===== config.mk =====
export PLATFORM = sky130hd
export DESIGN_NAME = ecc_top
export DESIGN_NICKNAME = d
export VERILOG_FILES = /design/src/rtl/eccpkg.sv /design/src/rtl/ecc_home_seq.sv /design/src/rtl/ecc_apb_slave.sv /design/src/rtl/ecc_top.sv
export SDC_FILE = /design/constraint.sdc
export NUM_CORES = 1
export LEC_CHECK = 0
export BUFFER_PORTS_ARGS = -buffer_cell sky130_fd_sc_hd__buf_4
export CORE_MARGIN = 3
export CORE_UTILIZATION = 50
export CTS_CLUSTER_SIZE = 8
export DETAILED_ROUTE_END_ITERATION = 10
export PLACE_DENSITY = 0.67
export SLEW_MARGIN = 20
export SYNTH_ARGS = -nofsm -noshare
export SYNTH_HDL_FRONTEND = slang
export SYNTH_SLANG_ARGS = --single-unit

===== constraint.sdc =====
create_clock -name ref_clk -period 7 [get_ports ref_clk]
set_input_delay 2.1 -clock ref_clk [delete_from_list [all_inputs] [get_ports ref_clk]]
set_output_delay 2.1 -clock ref_clk [all_outputs]
set_load 0.03 [all_outputs]

===== src/rtl/eccpkg.sv =====
// Package with register map, field layout and modes of the encoder counter control block.
`default_nettype none
package eccpkg;
    localparam logic [11:0] ECC_CTRL_ADDR   = 12'h000;
    localparam logic [11:0] ECC_INIT_ADDR   = 12'h004;
    localparam logic [11:0] ECC_GEC_ADDR    = 12'h008;
    localparam logic [11:0] ECC_MOD_ADDR    = 12'h00C;
    localparam logic [11:0] ECC_STAT_ADDR   = 12'h010;
    localparam logic [11:0] ECC_POS_ADDR    = 12'h014;
    localparam int          ECC_EN_BIT      = 15;
    localparam int          ECC_SIDL_BIT    = 13;
    localparam int          ECC_MODE_LSB    = 10;
    localparam logic [15:0] ECC_CTRL_MASK   = 16'hBFFF;
    localparam logic [15:0] ECC_CTRL_RESET  = 16'h0000;
    localparam logic [31:0] ECC_POS_RESET   = 32'h0000_0000;
    localparam logic [31:0] ECC_MOD_RESET   = 32'hFFFF_FFFF;
    typedef enum logic [2:0] {
        ECC_MODE_NONE     = 3'b000,
        ECC_MODE_EVERY    = 3'b001,
        ECC_MODE_NEXT     = 3'b010,
        ECC_MODE_FIRST    = 3'b011,
        ECC_MODE_SECOND   = 3'b100,
        ECC_MODE_GEC      = 3'b101,
        ECC_MODE_MODULO   = 3'b110,
        ECC_MODE_RESERVED = 3'b111
    } ecc_mode_t;
    typedef enum logic [1:0] {
        ECC_HS_WAIT_HOME = 2'b00,
        ECC_HS_WAIT_ONE  = 2'b01,
        ECC_HS_WAIT_TWO  = 2'b10,
        ECC_HS_DONE      = 2'b11
    } ecc_home_t;
endpackage
`default_nettype wire


===== src/rtl/ecc_home_seq.sv =====
// Home and index sequencer that decides when an index event loads the position counter.
`default_nettype none
module ecc_home_seq import eccpkg::*; (
    // Clock and reset.
    input  wire logic      ref_clk,
    input  wire logic      reset,
    // Mode and events.
    input  wire ecc_mode_t mode,
    input  wire logic      run,
    input  wire logic      home_evt,
    input  wire logic      index_evt,
    // Load request.
    output logic           load_req
);
    ecc_home_t state_reg;
    ecc_mode_t mode_reg;

    // Sequence state; a mode change restarts the search for home, or for the next index in NEXT mode.
    always_ff @(posedge ref_clk) begin
        mode_reg <= mode;
        if (reset || mode != mode_reg) begin
            state_reg <= (mode == ECC_MODE_NEXT) ? ECC_HS_WAIT_ONE : ECC_HS_WAIT_HOME;
        end else if (run) begin
            case (state_reg)
                ECC_HS_WAIT_HOME: begin
                    if (home_evt && (mode == ECC_MODE_FIRST || mode == ECC_MODE_SECOND)) begin
                        state_reg <= (mode == ECC_MODE_SECOND) ? ECC_HS_WAIT_TWO : ECC_HS_WAIT_ONE;
                    end
                end
                ECC_HS_WAIT_TWO: begin
                    if (index_evt) begin
                        state_reg <= ECC_HS_WAIT_ONE;
                    end
                end
                ECC_HS_WAIT_ONE: begin
                    if (index_evt) begin
                        state_reg <= ECC_HS_DONE;
                    end
                end
                default: state_reg <= state_reg;
            endcase
        end
    end

    // A load happens on the awaited index event only.
    assign load_req = run && index_evt && state_reg == ECC_HS_WAIT_ONE && mode == mode_reg &&
                      (mode == ECC_MODE_NEXT || mode == ECC_MODE_FIRST || mode == ECC_MODE_SECOND);
endmodule
`default_nettype wire


===== src/rtl/ecc_apb_slave.sv =====
// APB slave decode helper giving zero-wait answers and an error for unmapped addresses.
`default_nettype none
module ecc_apb_slave import eccpkg::*; (
    // APB request.
    input  wire logic        psel,
    input  wire logic        penable,
    input  wire logic        pwrite,
    input  wire logic [11:0] paddr,
    // Decoded strobes.
    output logic             pready,
    output logic             pslverr,
    output logic             wr_stb,
    output logic             rd_hit
);
    // Map check on the word address.
    function automatic logic mapped(input logic [11:0] a);
        return a == ECC_CTRL_ADDR || a == ECC_INIT_ADDR || a == ECC_GEC_ADDR ||
               a == ECC_MOD_ADDR || a == ECC_STAT_ADDR || a == ECC_POS_ADDR;
    endfunction

    // Every access completes in its first access cycle.
    assign pready  = 1'b1;
    assign pslverr = psel && penable && !mapped(paddr);
    assign wr_stb  = psel && penable && pwrite && mapped(paddr);
    assign rd_hit  = mapped(paddr);
endmodule
`default_nettype wire


===== src/rtl/ecc_top.sv =====
// Encoder counter control word with position counter initialization over APB.
//
// Added by the designer: register access over APB and the address map.
`default_nettype none
module ecc_top import eccpkg::*; (
    // Clock and reset.
    input  wire logic        ref_clk,
    input  wire logic        reset,
    // APB slave.
    input  wire logic        psel,
    input  wire logic        penable,
    input  wire logic        pwrite,
    input  wire logic [11:0] paddr,
    input  wire logic [31:0] pwdata,
    output logic [31:0]      prdata,
    output logic             pready,
    output logic             pslverr,
    // Encoder events, already qualified pulses.
    input  wire logic        count_up,
    input  wire logic        count_down,
    input  wire logic        index_evt,
    input  wire logic        home_evt,
    input  wire logic        idle_mode,
    // Status.
    output logic [31:0]      position,
    output logic             counting
);
    logic [15:0] ctrl_reg;
    logic [31:0] init_reg;
    logic [31:0] gec_reg;
    logic [31:0] mod_reg;
    logic [31:0] pos_reg;
    logic [31:0] pos_next;
    logic        wr_stb;
    logic        rd_hit;
    logic        run;
    logic        load_req;
    ecc_mode_t   mode;

    // Bus decode.
    ecc_apb_slave u_apb (
        .psel    (psel),
        .penable (penable),
        .pwrite  (pwrite),
        .paddr   (paddr),
        .pready  (pready),
        .pslverr (pslverr),
        .wr_stb  (wr_stb),
        .rd_hit  (rd_hit)
    );

    // Software registers, writable whatever the enable state.
    always_ff @(posedge ref_clk) begin
        if (reset) begin
            ctrl_reg <= ECC_CTRL_RESET;
            init_reg <= ECC_POS_RESET;
            gec_reg  <= ECC_POS_RESET;
            mod_reg  <= ECC_MOD_RESET;
        end else if (wr_stb) begin
            case (paddr)
                ECC_CTRL_ADDR: ctrl_reg <= pwdata[15:0] & ECC_CTRL_MASK;
                ECC_INIT_ADDR: init_reg <= pwdata;
                ECC_GEC_ADDR:  gec_reg  <= pwdata;
                ECC_MOD_ADDR:  mod_reg  <= pwdata;
                default:       ctrl_reg <= ctrl_reg;
            endcase
        end
    end

    // Mode field and run qualification.
    assign mode = ecc_mode_t'(ctrl_reg[ECC_MODE_LSB +: 3]);
    assign run  = ctrl_reg[ECC_EN_BIT] && !(ctrl_reg[ECC_SIDL_BIT] && idle_mode);

    // Index sequencing for the load modes.
    ecc_home_seq u_seq (
        .ref_clk   (ref_clk),
        .reset     (reset),
        .mode      (mode),
        .run       (run),
        .home_evt  (home_evt),
        .index_evt (index_evt),
        .load_req  (load_req)
    );

    // Position counter next value by priority: load, reset, then count.
    always_comb begin
        pos_next = pos_reg;
        if (!run) begin
            pos_next = pos_reg;
        end else if (load_req) begin
            pos_next = init_reg;
        end else if (mode == ECC_MODE_EVERY && index_evt) begin
            pos_next = ECC_POS_RESET;
        end else if (mode == ECC_MODE_GEC && pos_reg == gec_reg) begin
            pos_next = ECC_POS_RESET;
        end else if (count_up && !count_down) begin
            if (mode == ECC_MODE_MODULO && pos_reg == mod_reg) begin
                pos_next = ECC_POS_RESET;
            end else begin
                pos_next = pos_reg + 32'h0000_0001;
            end
        end else if (count_down && !count_up) begin
            if (mode == ECC_MODE_MODULO && pos_reg == ECC_POS_RESET) begin
                pos_next = mod_reg;
            end else begin
                pos_next = pos_reg - 32'h0000_0001;
            end
        end
        // Reserved code leaves only counting active.
    end

    // Position register.
    always_ff @(posedge ref_clk) begin
        if (reset) begin
            pos_reg <= ECC_POS_RESET;
        end else begin
            pos_reg <= pos_next;
        end
    end

    // Registered read data.
    always_ff @(posedge ref_clk) begin
        if (reset) begin
            prdata <= 32'h0000_0000;
        end else if (psel && !penable && !pwrite && rd_hit) begin
            case (paddr)
                ECC_CTRL_ADDR: prdata <= {16'h0000, ctrl_reg};
                ECC_INIT_ADDR: prdata <= init_reg;
                ECC_GEC_ADDR:  prdata <= gec_reg;
                ECC_MOD_ADDR:  prdata <= mod_reg;
                ECC_STAT_ADDR: prdata <= {31'h0000_0000, run};
                default:       prdata <= pos_reg;
            endcase
        end else if (psel && !penable) begin
            prdata <= 32'h0000_0000;
        end
    end

    assign position = pos_reg;
    assign counting = run;
endmodule
`default_nettype wire


==> metrics.md, run 1 <==
| Metric | Value |
|---|---|
| Antenna Nets Post-Route | `0` |
| Via-to-Cell Ratio | `6.316` |
| Grt ovf | `0` |
| Die Wd | `147.6 um` |
| Hold depth | `2` |
| Power per cell area | `186.3 mW/mm2` |
| Number of max-cap violations | `0` |
| Post-synth EDFFs | `2` |
| DRC | `0` |
| Post-synthesis mux area share | `4.791%` |
| DR iter-0 viols | `1302` |
| Commonest non-fill, non-tap cell in the layout | `nand2_1` |
| Initial Util | `51.19%` |
| Synth Area in Compound Gates | `19.68%` |
| Register area share after synthesis | `36.13%` |
| Leak | `4.437 nW` |
| Layout cell share with drive strength beyond 1 | `14.93%` |
| Setup TNS | `0 ns` |
| Period minus WS final | `5.607 ns` |
| Worst-Margin Slew | `1.099 ns` |
| Via count of the routed design | `9923` |
| Clock power frac | `48.3%` |
| Flops & latches, synth | `180` |
| Global Route Usage Sum | `32.01%` |
| Reg area | `0.003623 mm2` |
| TritonRoute pass-1 iters | `6` |
| Setup CP Type | `input port to primary output` |
| Die Area | `0.02179 mm2` |
| Worst reg2reg path startpoint | `position[2]$_SDFFE_PP0P_` |
| Slowest CP cell | `nand3_1` |
| CTS Hold Bufs | `0` |
| DPL Wire Length | `24340 um` |
| Worst endpoint required time | `4.90 ns` |
| Synth Area in Simple Gates | `22.87%` |
| Clk slew on worst S/H paths | `0.07 ns` |
| Post_cts resized | `0` |
| R2R cell count | `8` |
| Die Y | `147.6 um` |
| Mean Syn Cell Area | `7.991 um2` |
| Global-route wire length before repair | `54590 um` |
| Layout Skew | `0.009486 ns` |
| Max Buffers Root-to-Sink | `2` |
| Worst setup EP type | `primary output` |
| Count of final hold-check violations | `0` |
| Routed len/inst | `22.70 um` |
| Flop pwr share | `47.4%` |
| CTS Buf Count | `17` |
| Worst Hold End | `prdata[9]$_SDFFE_PP0P_` |
| Worst-path cell chain | `buf_4 -> nor4_1 -> nand3_1 -> a21o_1 -> and3_1 -> buf_4` |
| Area occupied by multi-input gates | `0.005942 mm2` |
| Ys async rst share | `0%` |
| Synth Area in XOR/XNOR | `10.31%` |
| Ys flop type | `dfxtp_1` |
| Hold_ws | `0.4561 ns` |
| Setup violations, final | `0` |
| Synth unique cells | `63` |
| Hold path startpoint | `prdata[9]$_SDFFE_PP0P_` |
| Largest family of logic cells by synthesized area | `simple AND/OR/NAND/NOR gates` |
| Final Max Tran Viols | `0` |
| Port bufs | `119` |
| R2r setup slk | `3.38 ns` |
| Root Driver | `clkbuf_16` |
| Setup bufs post-CTS | `0` |
| Number of inserted diodes | `0` |
| Vias in the first global route | `9165` |
| Commonest non-fill, non-tap cells in the layout | `182 x nand2_1, 178 x dfxtp_1, 140 x buf_4` |
| Tcrit/Tclk final | `80.10%` |
| Delay of the slowest critical-path stage | `0.38 ns` |
| P_sw | `0.4984 mW` |
| Total clock sinks | `180` |
| RSZ-0062 raised after global routing | `false` |
| TritonCTS clock tree | `yes` |
| Filler cell count | `1809` |
| Worst skew pair latency | `0.44 ns` |
| R2R Path End | `position[5]$_SDFFE_PP0P_` |
| Post-synthesis adder-cell area fraction | `0.6238%` |
| Logic pwr share | `4.3%` |
| Pint | `1.667 mW` |
| Largest net degree at the start of global routing | `71` |
| Core ar. | `0.01959 mm2` |
| H-tree Lvls | `4` |
| Synth warnings | `0` |
| WL final | `35670 um` |
| # nets final | `1352` |
| Startpoint types | `input port` |
| Worst VDD drop | `0.1545 mV` |
| Ports | `121` |
| Net count after synthesis | `1314` |
| CP Max Fanout | `9` |
| Achievable frequency | `178.4 MHz` |
| Sw Share | `23.02%` |
| Area Overhead vs Synth | `15.92%` |
| Initial antenna violation count | `0` |
| Row count | `51` |
| Status | `finished, final reports clean` |
| Slew HR | `26.74%` |
| Post-Synthesis Cells | `1255` |
| Routability Congestion | `0.9223` |
| Hold WC Path Type | `register to register` |
| Post-Syn Area | `0.01003 mm2` |
| Worst path most repeated cell | `buf_4` |
| Critical Path AT | `3.51 ns` |
-- routing by layer --
metal | vias up | global-route usage [%] | share of wire, %
met5 | - | 0 | 0
met4 | 0 | 9.599 | 2.3
met3 | 64 | 8.860 | 12
met2 | 609 | 44.07 | 41
met1 | 4676 | 48.42 | 45
li1 | 4574 | - | -
-- power by group through the flow --
stage	clock network, mW	logic [mW]	registers, mW
6_report	1.05	0.0938	1.03
5_1_grt	1.09	0.100	1.03
4_1_cts	1.05	0.0921	1.03
3_5_place_dp	0	0.0917	1.05
3_3_place_gp	0	0.0916	1.05
2_1_floorplan	0	0.0436	1.05
-- worst max-delay path, delay by kind of cell --
family,cells,cell delay [ns]
buffers and inverters,2,0.27
AND/OR/NAND/NOR,3,0.84
AO/OA/AOI/OAI,1,0.29
-- cells in the mapped netlist, types with 11 or more instances --
cell | n | area (um2)
a21oi_1 | 89 | 445.4
a221o_1 | 22 | 220.2
a221oi_1 | 16 | 140.1
a22oi_1 | 35 | 262.8
buf_1 | 11 | 41.29
buf_2 | 11 | 55.05
clkbuf_1 | 92 | 345.3
dfxtp_1 | 178 | 3563
inv_1 | 12 | 45.04
mux2i_1 | 48 | 480.5
nand2_1 | 182 | 683.2
nand3_1 | 19 | 95.09
nand3b_1 | 35 | 262.8
nand4_1 | 18 | 112.6
nor2_1 | 106 | 397.9
nor3_1 | 18 | 90.09
nor4_1 | 34 | 212.7
o21ai_0 | 61 | 305.3
o22ai_1 | 29 | 181.4
xnor2_1 | 42 | 367.9
xor2_1 | 76 | 665.6
-- worst max-delay path by stage --
stage / from / end / slack [ns] / depth (start not counted)
2_1_floorplan: paddr[7] / pslverr / 1.82 / 4
5_1_grt: paddr[7] / pslverr / 1.27 / 6
3_3_place_gp: paddr[7] / pslverr / 1.46 / 6
3_5_place_dp: paddr[7] / pslverr / 1.40 / 6
6_report: paddr[7] / pslverr / 1.39 / 6
4_1_cts: paddr[7] / pslverr / 1.41 / 6
-- cell families (layout without fill, tap and decap cells) --
kind of cell	count (synthesis)	count (layout)
other	1	1
xor gates and xnor gates	118	118
buffers and inverters	133	184
DFF	180	180
and+or+nand+nor	469	469
muxes	48	48
adders and majority gates	5	5
AOI/OAI and AO/OA	301	301
-- cell type report --
type | instances | area share [%]
tap | 265 | 2.852
sequential | 180 | 31.17
clock buffer | 18 | 3.692
inverter | 12 | 0.3875
multi-input combinational | 942 | 51.11
timing repair buffer | 140 | 9.041
clock inverter | 14 | 1.744
-- through the flow --
stage	total power, mW	cells	area [um2]	util, %	setup slack (ns)
finish	2.165	1571	11620	59.34	1.393
global route	2.218	1571	11620	59.34	1.272
CTS	2.168	1571	11620	59.32	1.406
detailed placement	1.142	1539	10990	56.09	1.402
global placement	1.141	1539	10980	56.05	1.459
floorplan	1.093	1255	10030	-	1.820
No activity file was read; power rests on OpenSTA's default activity.
==> run 2, diff against run 1 <==
- clock period: 7 -> 5.2 ns (I/O delays scaled with it)
==> metrics.md, run 2 (synthesis gave the netlist of run 1 again) <==
| Metric | Value |
|---|---|
| Worst path most repeated cell | `buf_4` |
| Worst skew pair latency | `0.44 ns` |
| DR iter-0 viols | `1431` |
| Status | `finished, final reports clean` |
| Worst Setup Slack post-DPL | `0.9033 ns` |
| Worst VDD drop | `0.2341 mV` |
| Hold depth | `2` |
| Achievable frequency | `232.0 MHz` |
| Via-to-Cell Ratio | `6.303` |
| Hold_ws | `0.4553 ns` |
| Commonest non-fill, non-tap cells in the layout | `182 x nand2_1, 178 x dfxtp_1, 149 x buf_4` |
| Global-route wire length before repair | `54250 um` |
| DRC | `0` |
| Final standard cell area without fillers | `0.01165 mm2` |
| Fin worst setup slack | `0.8896 ns` |
| Total clock sinks | `180` |
| Area Overhead vs Synth | `16.22%` |
| Slew HR | `24.77%` |
| Tcrit/Tclk final | `82.89%` |
| Layout Skew | `0.01497 ns` |
| Grt ovf | `0` |
| Setup bufs post-CTS | `0` |
| Number of inserted diodes | `0` |
| Count of final hold-check violations | `0` |
| Port bufs | `119` |
| Critical path's top delay family | `simple AND/OR/NAND/NOR gates` |
| Setup crit start | `paddr[7]` |
| Setup CP Type | `input port to primary output` |
| Slowest CP cell | `nor4_1` |
| Worst endpoint required time | `3.64 ns` |
| Global Route Usage Sum | `31.80%` |
| CP Max Fanout | `9` |
| CTS Hold Bufs | `0` |
| # nets final | `1363` |
| P_sw | `0.6902 mW` |
| Setup TNS | `0 ns` |
| Flop pwr share | `49.2%` |
| Period minus WS final | `4.310 ns` |
| Vias in the first global route | `9001` |
| CTS Buf Count | `17` |
| Fin util | `59.49%` |
| DPL Wire Length | `24530 um` |
| Via count of the routed design | `9972` |
| Finished Layout Cells | `1582` |
| Post_cts resized | `0` |
| H-tree Lvls | `4` |
| R2R cell count | `9` |
| Hold WC Path Type | `register to register` |
| Pint | `2.116 mW` |
| Die Wd | `147.6 um` |
| Layout cell share with drive strength beyond 1 | `15.49%` |
| Startpoint types | `input port` |
| Placed Instances | `1550` |
| TritonRoute pass-1 iters | `6` |
| Largest net degree at the start of global routing | `82` |
| Worst Path Buf+Inv | `3` |
| Root Driver | `clkbuf_16` |
| Power per cell area | `240.8 mW/mm2` |
| R2R Path End | `position[29]$_SDFFE_PP0P_` |
| Sw Share | `24.60%` |
| Final Max Tran Viols | `0` |
| Max Buffers Root-to-Sink | `2` |
| Hold path startpoint | `prdata[5]$_SDFFE_PP0P_` |
| Initial antenna violation count | `0` |
| Setup violations, final | `0` |
| TritonCTS clock tree | `yes` |
| Routability Congestion | `0.9612` |
| Pwr Total | `2.806 mW` |
| Die Y | `147.6 um` |
| Critical Path AT | `2.75 ns` |
| RSZ-0062 raised after global routing | `false` |
| Row count | `51` |
| WL final | `35430 um` |
| Ports | `121` |
| Cell area after placement | `0.01107 mm2` |
| Clock power frac | `46.2%` |
| Core ar. | `0.01959 mm2` |
| R2r setup slk | `1.63 ns` |
| Antenna Nets Post-Route | `0` |
| Clk slew on worst S/H paths | `0.07 ns` |
| Worst setup EP type | `primary output` |
| Delay of the slowest critical-path stage | `0.28 ns` |
| Number of max-cap violations | `0` |
| Routed len/inst | `22.40 um` |
| Die Area | `0.02179 mm2` |
| Filler cell count | `1872` |
| Worst reg2reg path startpoint | `position[1]$_SDFFE_PP0P_` |
| Worst Hold End | `prdata[5]$_SDFFE_PP0P_` |
| Worst-Margin Slew | `1.126 ns` |
| Leak | `4.488 nW` |
| Worst-path cell chain | `buf_4 -> nor4_1 -> nand3_1 -> buf_4 -> a21o_1 -> and3_1 -> buf_4` |
| Commonest non-fill, non-tap cell in the layout | `nand2_1` |
| Logic pwr share | `4.6%` |
| Initial Util | `51.19%` |
## run 2: cell count changes in the layout (fill, tap and decap cells not counted), sizes merged
cell	previous run	this run
buf	140	151
clkinv	0	4
clkinvlp	6	2
inv	16	20
bufinv	4	1
clkbuf	18	17
## run 2: worst max path at each step
stage	slack (ns)	depth (start not counted)	endpoint
after floorplan	1.10	4	pslverr
after CTS	0.89	7	pslverr
final	0.89	7	pslverr
after global placement	0.89	7	pslverr
after detailed placement	0.90	7	pslverr
after global routing	0.77	7	pslverr
## run 2: layout make-up
cell class              count  area [um2]  share of cell area [%]
multi-input cells         942        5908                   50.69
repair buffers            151        1159                   9.941
clock inverters            15       162.7                   1.396
flip-flops and latches    180        3623                   31.09
inverters                  12       45.04                  0.3865
clock buffers              17       425.4                   3.650
well taps                 265       331.6                   2.845
## run 2: worst register-to-register path, stage by stage (launching register included)
cell,delay [ns]
dfxtp_1,0.51
inv_1,0.13
ha_1,0.22
or4b_4,0.56
or3_4,0.45
or3_1,0.82
o21ai_0,0.36
a21oi_1,0.07
a21oi_1,0.23
a221oi_2,0.09
## run 2: routing by layer
layer | vias up | routed length [um] | GRT usage [%]
met1 | 4663 | 15310 | 49.01
met4 | 0 | 938 | 10.21
li1 | 4593 | - | -
met5 | - | 0 | 0
met2 | 659 | 14620 | 43.98
met3 | 57 | 4560 | 6.622
## run 2: power groups by stage
stage	clock, mW	sequential (mW)	combinational [mW]
after floorplan	0	1.41	0.0587
after global placement	0	1.41	0.126
after detailed placement	0	1.41	0.126
after CTS	1.31	1.38	0.126
after global routing	1.37	1.38	0.138
final	1.30	1.38	0.129
==> run 3, diff against run 2 <==
- PLACE_DENSITY: 0.67 -> 0.7
- clock period: 5.2 -> 3.55 ns (I/O delays scaled with it)
==> metrics.md, run 3 (synthesis gave the netlist of run 1 again) <==
| Metric | Value |
|---|---|
| # nets final | `1400` |
| Worst setup EP type | `primary output` |
| Ports | `121` |
| Startpoint types | `input port` |
| Largest net degree at the start of global routing | `57` |
| Number of max-cap violations | `0` |
| Worst endpoint required time | `2.48 ns` |
| CTS Hold Bufs | `0` |
| Leak | `4.676 nW` |
| Fin worst setup slack | `0.3780 ns` |
| DR iter-0 viols | `1319` |
| DRC | `0` |
| Vias in the first global route | `9390` |
| WL final | `35670 um` |
| Row count | `51` |
| Worst Setup Slack post-DPL | `0.3846 ns` |
| Root Driver | `clkbuf_16` |
| Die Y | `147.6 um` |
| M3 GR Usage | `7.174%` |
| Die Wd | `147.6 um` |
| Layout cell share with drive strength beyond 1 | `17.58%` |
| Initial antenna violation count | `0` |
| Setup TNS | `0 ns` |
| CP Max Fanout | `3` |
| Setup violations, final | `0` |
| Period minus WS final | `3.172 ns` |
| Power per cell area | `343.7 mW/mm2` |
| Max Buffers Root-to-Sink | `2` |
| Port bufs | `119` |
| GRT met2 Usage | `46.13%` |
| Die Area | `0.02179 mm2` |
| Via count of the routed design | `10.12k` |
| RSZ-0062 raised after global routing | `false` |
| Setup bufs post-CTS | `0` |
| Finished Layout Cells | `1619` |
| Met1 GRT Util | `47.22%` |
| Setup CP Type | `input port to primary output` |
| Routed len/inst | `22.03 um` |
| Final standard cell area without fillers | `0.01192 mm2` |
| Hold WC Path Type | `register to register` |
| Final Max Tran Viols | `0` |
| Layout Skew | `0.01204 ns` |
| Clk slew on worst S/H paths | `0.07 ns` |
| Worst-path cell chain | `buf_4 -> nor4_1 -> nand3_1 -> a21o_1 -> and3_1 -> buf_4` |
| Global Route Usage Sum | `31.89%` |
| Slowest CP cell | `nor4_1` |
| Routability Congestion | `0.9741` |
| Antenna Nets Post-Route | `0` |
| Slew HR | `40.47%` |
| Via-to-Cell Ratio | `6.253` |
| TritonCTS clock tree | `yes` |
| Area Overhead vs Synth | `18.85%` |
| Commonest non-fill, non-tap cells in the layout | `185 x buf_4, 182 x nand2_1, 178 x dfxtp_1` |
| Filler cell count | `1804` |
| Post_cts resized | `0` |
| DPL Wire Length | `25290 um` |
| Delay of the slowest critical-path stage | `0.27 ns` |
| Achievable frequency | `315.3 MHz` |
| Core ar. | `0.01959 mm2` |
| Count of final hold-check violations | `0` |
| Total clock sinks | `180` |
| Critical Path AT | `2.11 ns` |
| CTS Buf Count | `17` |
| Worst-Margin Slew | `0.8896 ns` |
| Worst skew pair latency | `0.44 ns` |
| Global-route wire length before repair | `54690 um` |
| Worst path most repeated cell | `buf_4` |
| Placed Instances | `1587` |
| Tcrit/Tclk final | `89.35%` |
| H-tree Lvls | `4` |
| Initial Util | `51.19%` |
| Commonest non-fill, non-tap cell in the layout | `buf_4` |
| Status | `finished, final reports clean` |
| Worst VDD drop | `0.3422 mV` |
| Top Usage Layer GRT | `met1` |
| Cell area after placement | `0.01135 mm2` |
| TritonRoute pass-1 iters | `6` |
| Grt ovf | `0` |
| Number of inserted diodes | `0` |
[run 3: metrics by stage]
step                      hold slack, ns  utilization [%]  power (mW)
after floorplan                   0.3290                -       2.156
after global placement            0.4370            57.93       2.255
after detailed placement          0.4469            57.93       2.255
after CTS                         0.4623            60.84       4.093
after global routing              0.4877            60.84       4.197
final                             0.4542            60.84       4.097
[run 3: critical path: cells and delay by family]
kind | cells | cell delay [ns]
and+or+nand+nor | 3 | 0.59
AOI/OAI and AO/OA | 1 | 0.19
buffers and inverters | 2 | 0.27
[run 3: final timing paths]
kind | slack [ns] | startpoint | endpoint | cells after the start
max reg2reg | 0.40 | position[0]$_SDFFE_PP0P_ | position[22]$_SDFFE_PP0P_ | 10
max | 0.38 | paddr[7] | pslverr | 6
min | 0.45 | prdata[7]$_SDFFE_PP0P_ | prdata[7]$_SDFFE_PP0P_ | 2
min reg2reg | 0.45 | prdata[7]$_SDFFE_PP0P_ | prdata[7]$_SDFFE_PP0P_ | 2
[run 3: area by class of cell]
| cell class | count | area [um2] | area share, % |
|---|---|---|---|
| Clock buffer | 19 | 432.9 | 3.632 |
| Clock inverter | 13 | 137.6 | 1.155 |
| Inverter | 12 | 45.04 | 0.3779 |
| Multi-Input combinational cell | 942 | 5899 | 49.50 |
| Sequential cell | 180 | 3623 | 30.40 |
| Tap cell | 265 | 331.6 | 2.782 |
| Timing Repair Buffer | 188 | 1449 | 12.16 |
[run 3: layer usage]
| metal | up-vias | wire length (um) |
|---|---|---|
| met1 | 4766 | 15290 |
| met3 | 64 | 4353 |
| met5 | - | 0 |
| met2 | 636 | 15180 |
| li1 | 4658 | - |
| met4 | 0 | 841 |
[run 3: power by group]
group / switching [mW] / internal, mW / leakage [nW]
clock network: 0.891 / 0.993 / 0.274
registers: 0.000762 / 2.02 / 1.45
logic: 0.111 / 0.0787 / 2.95
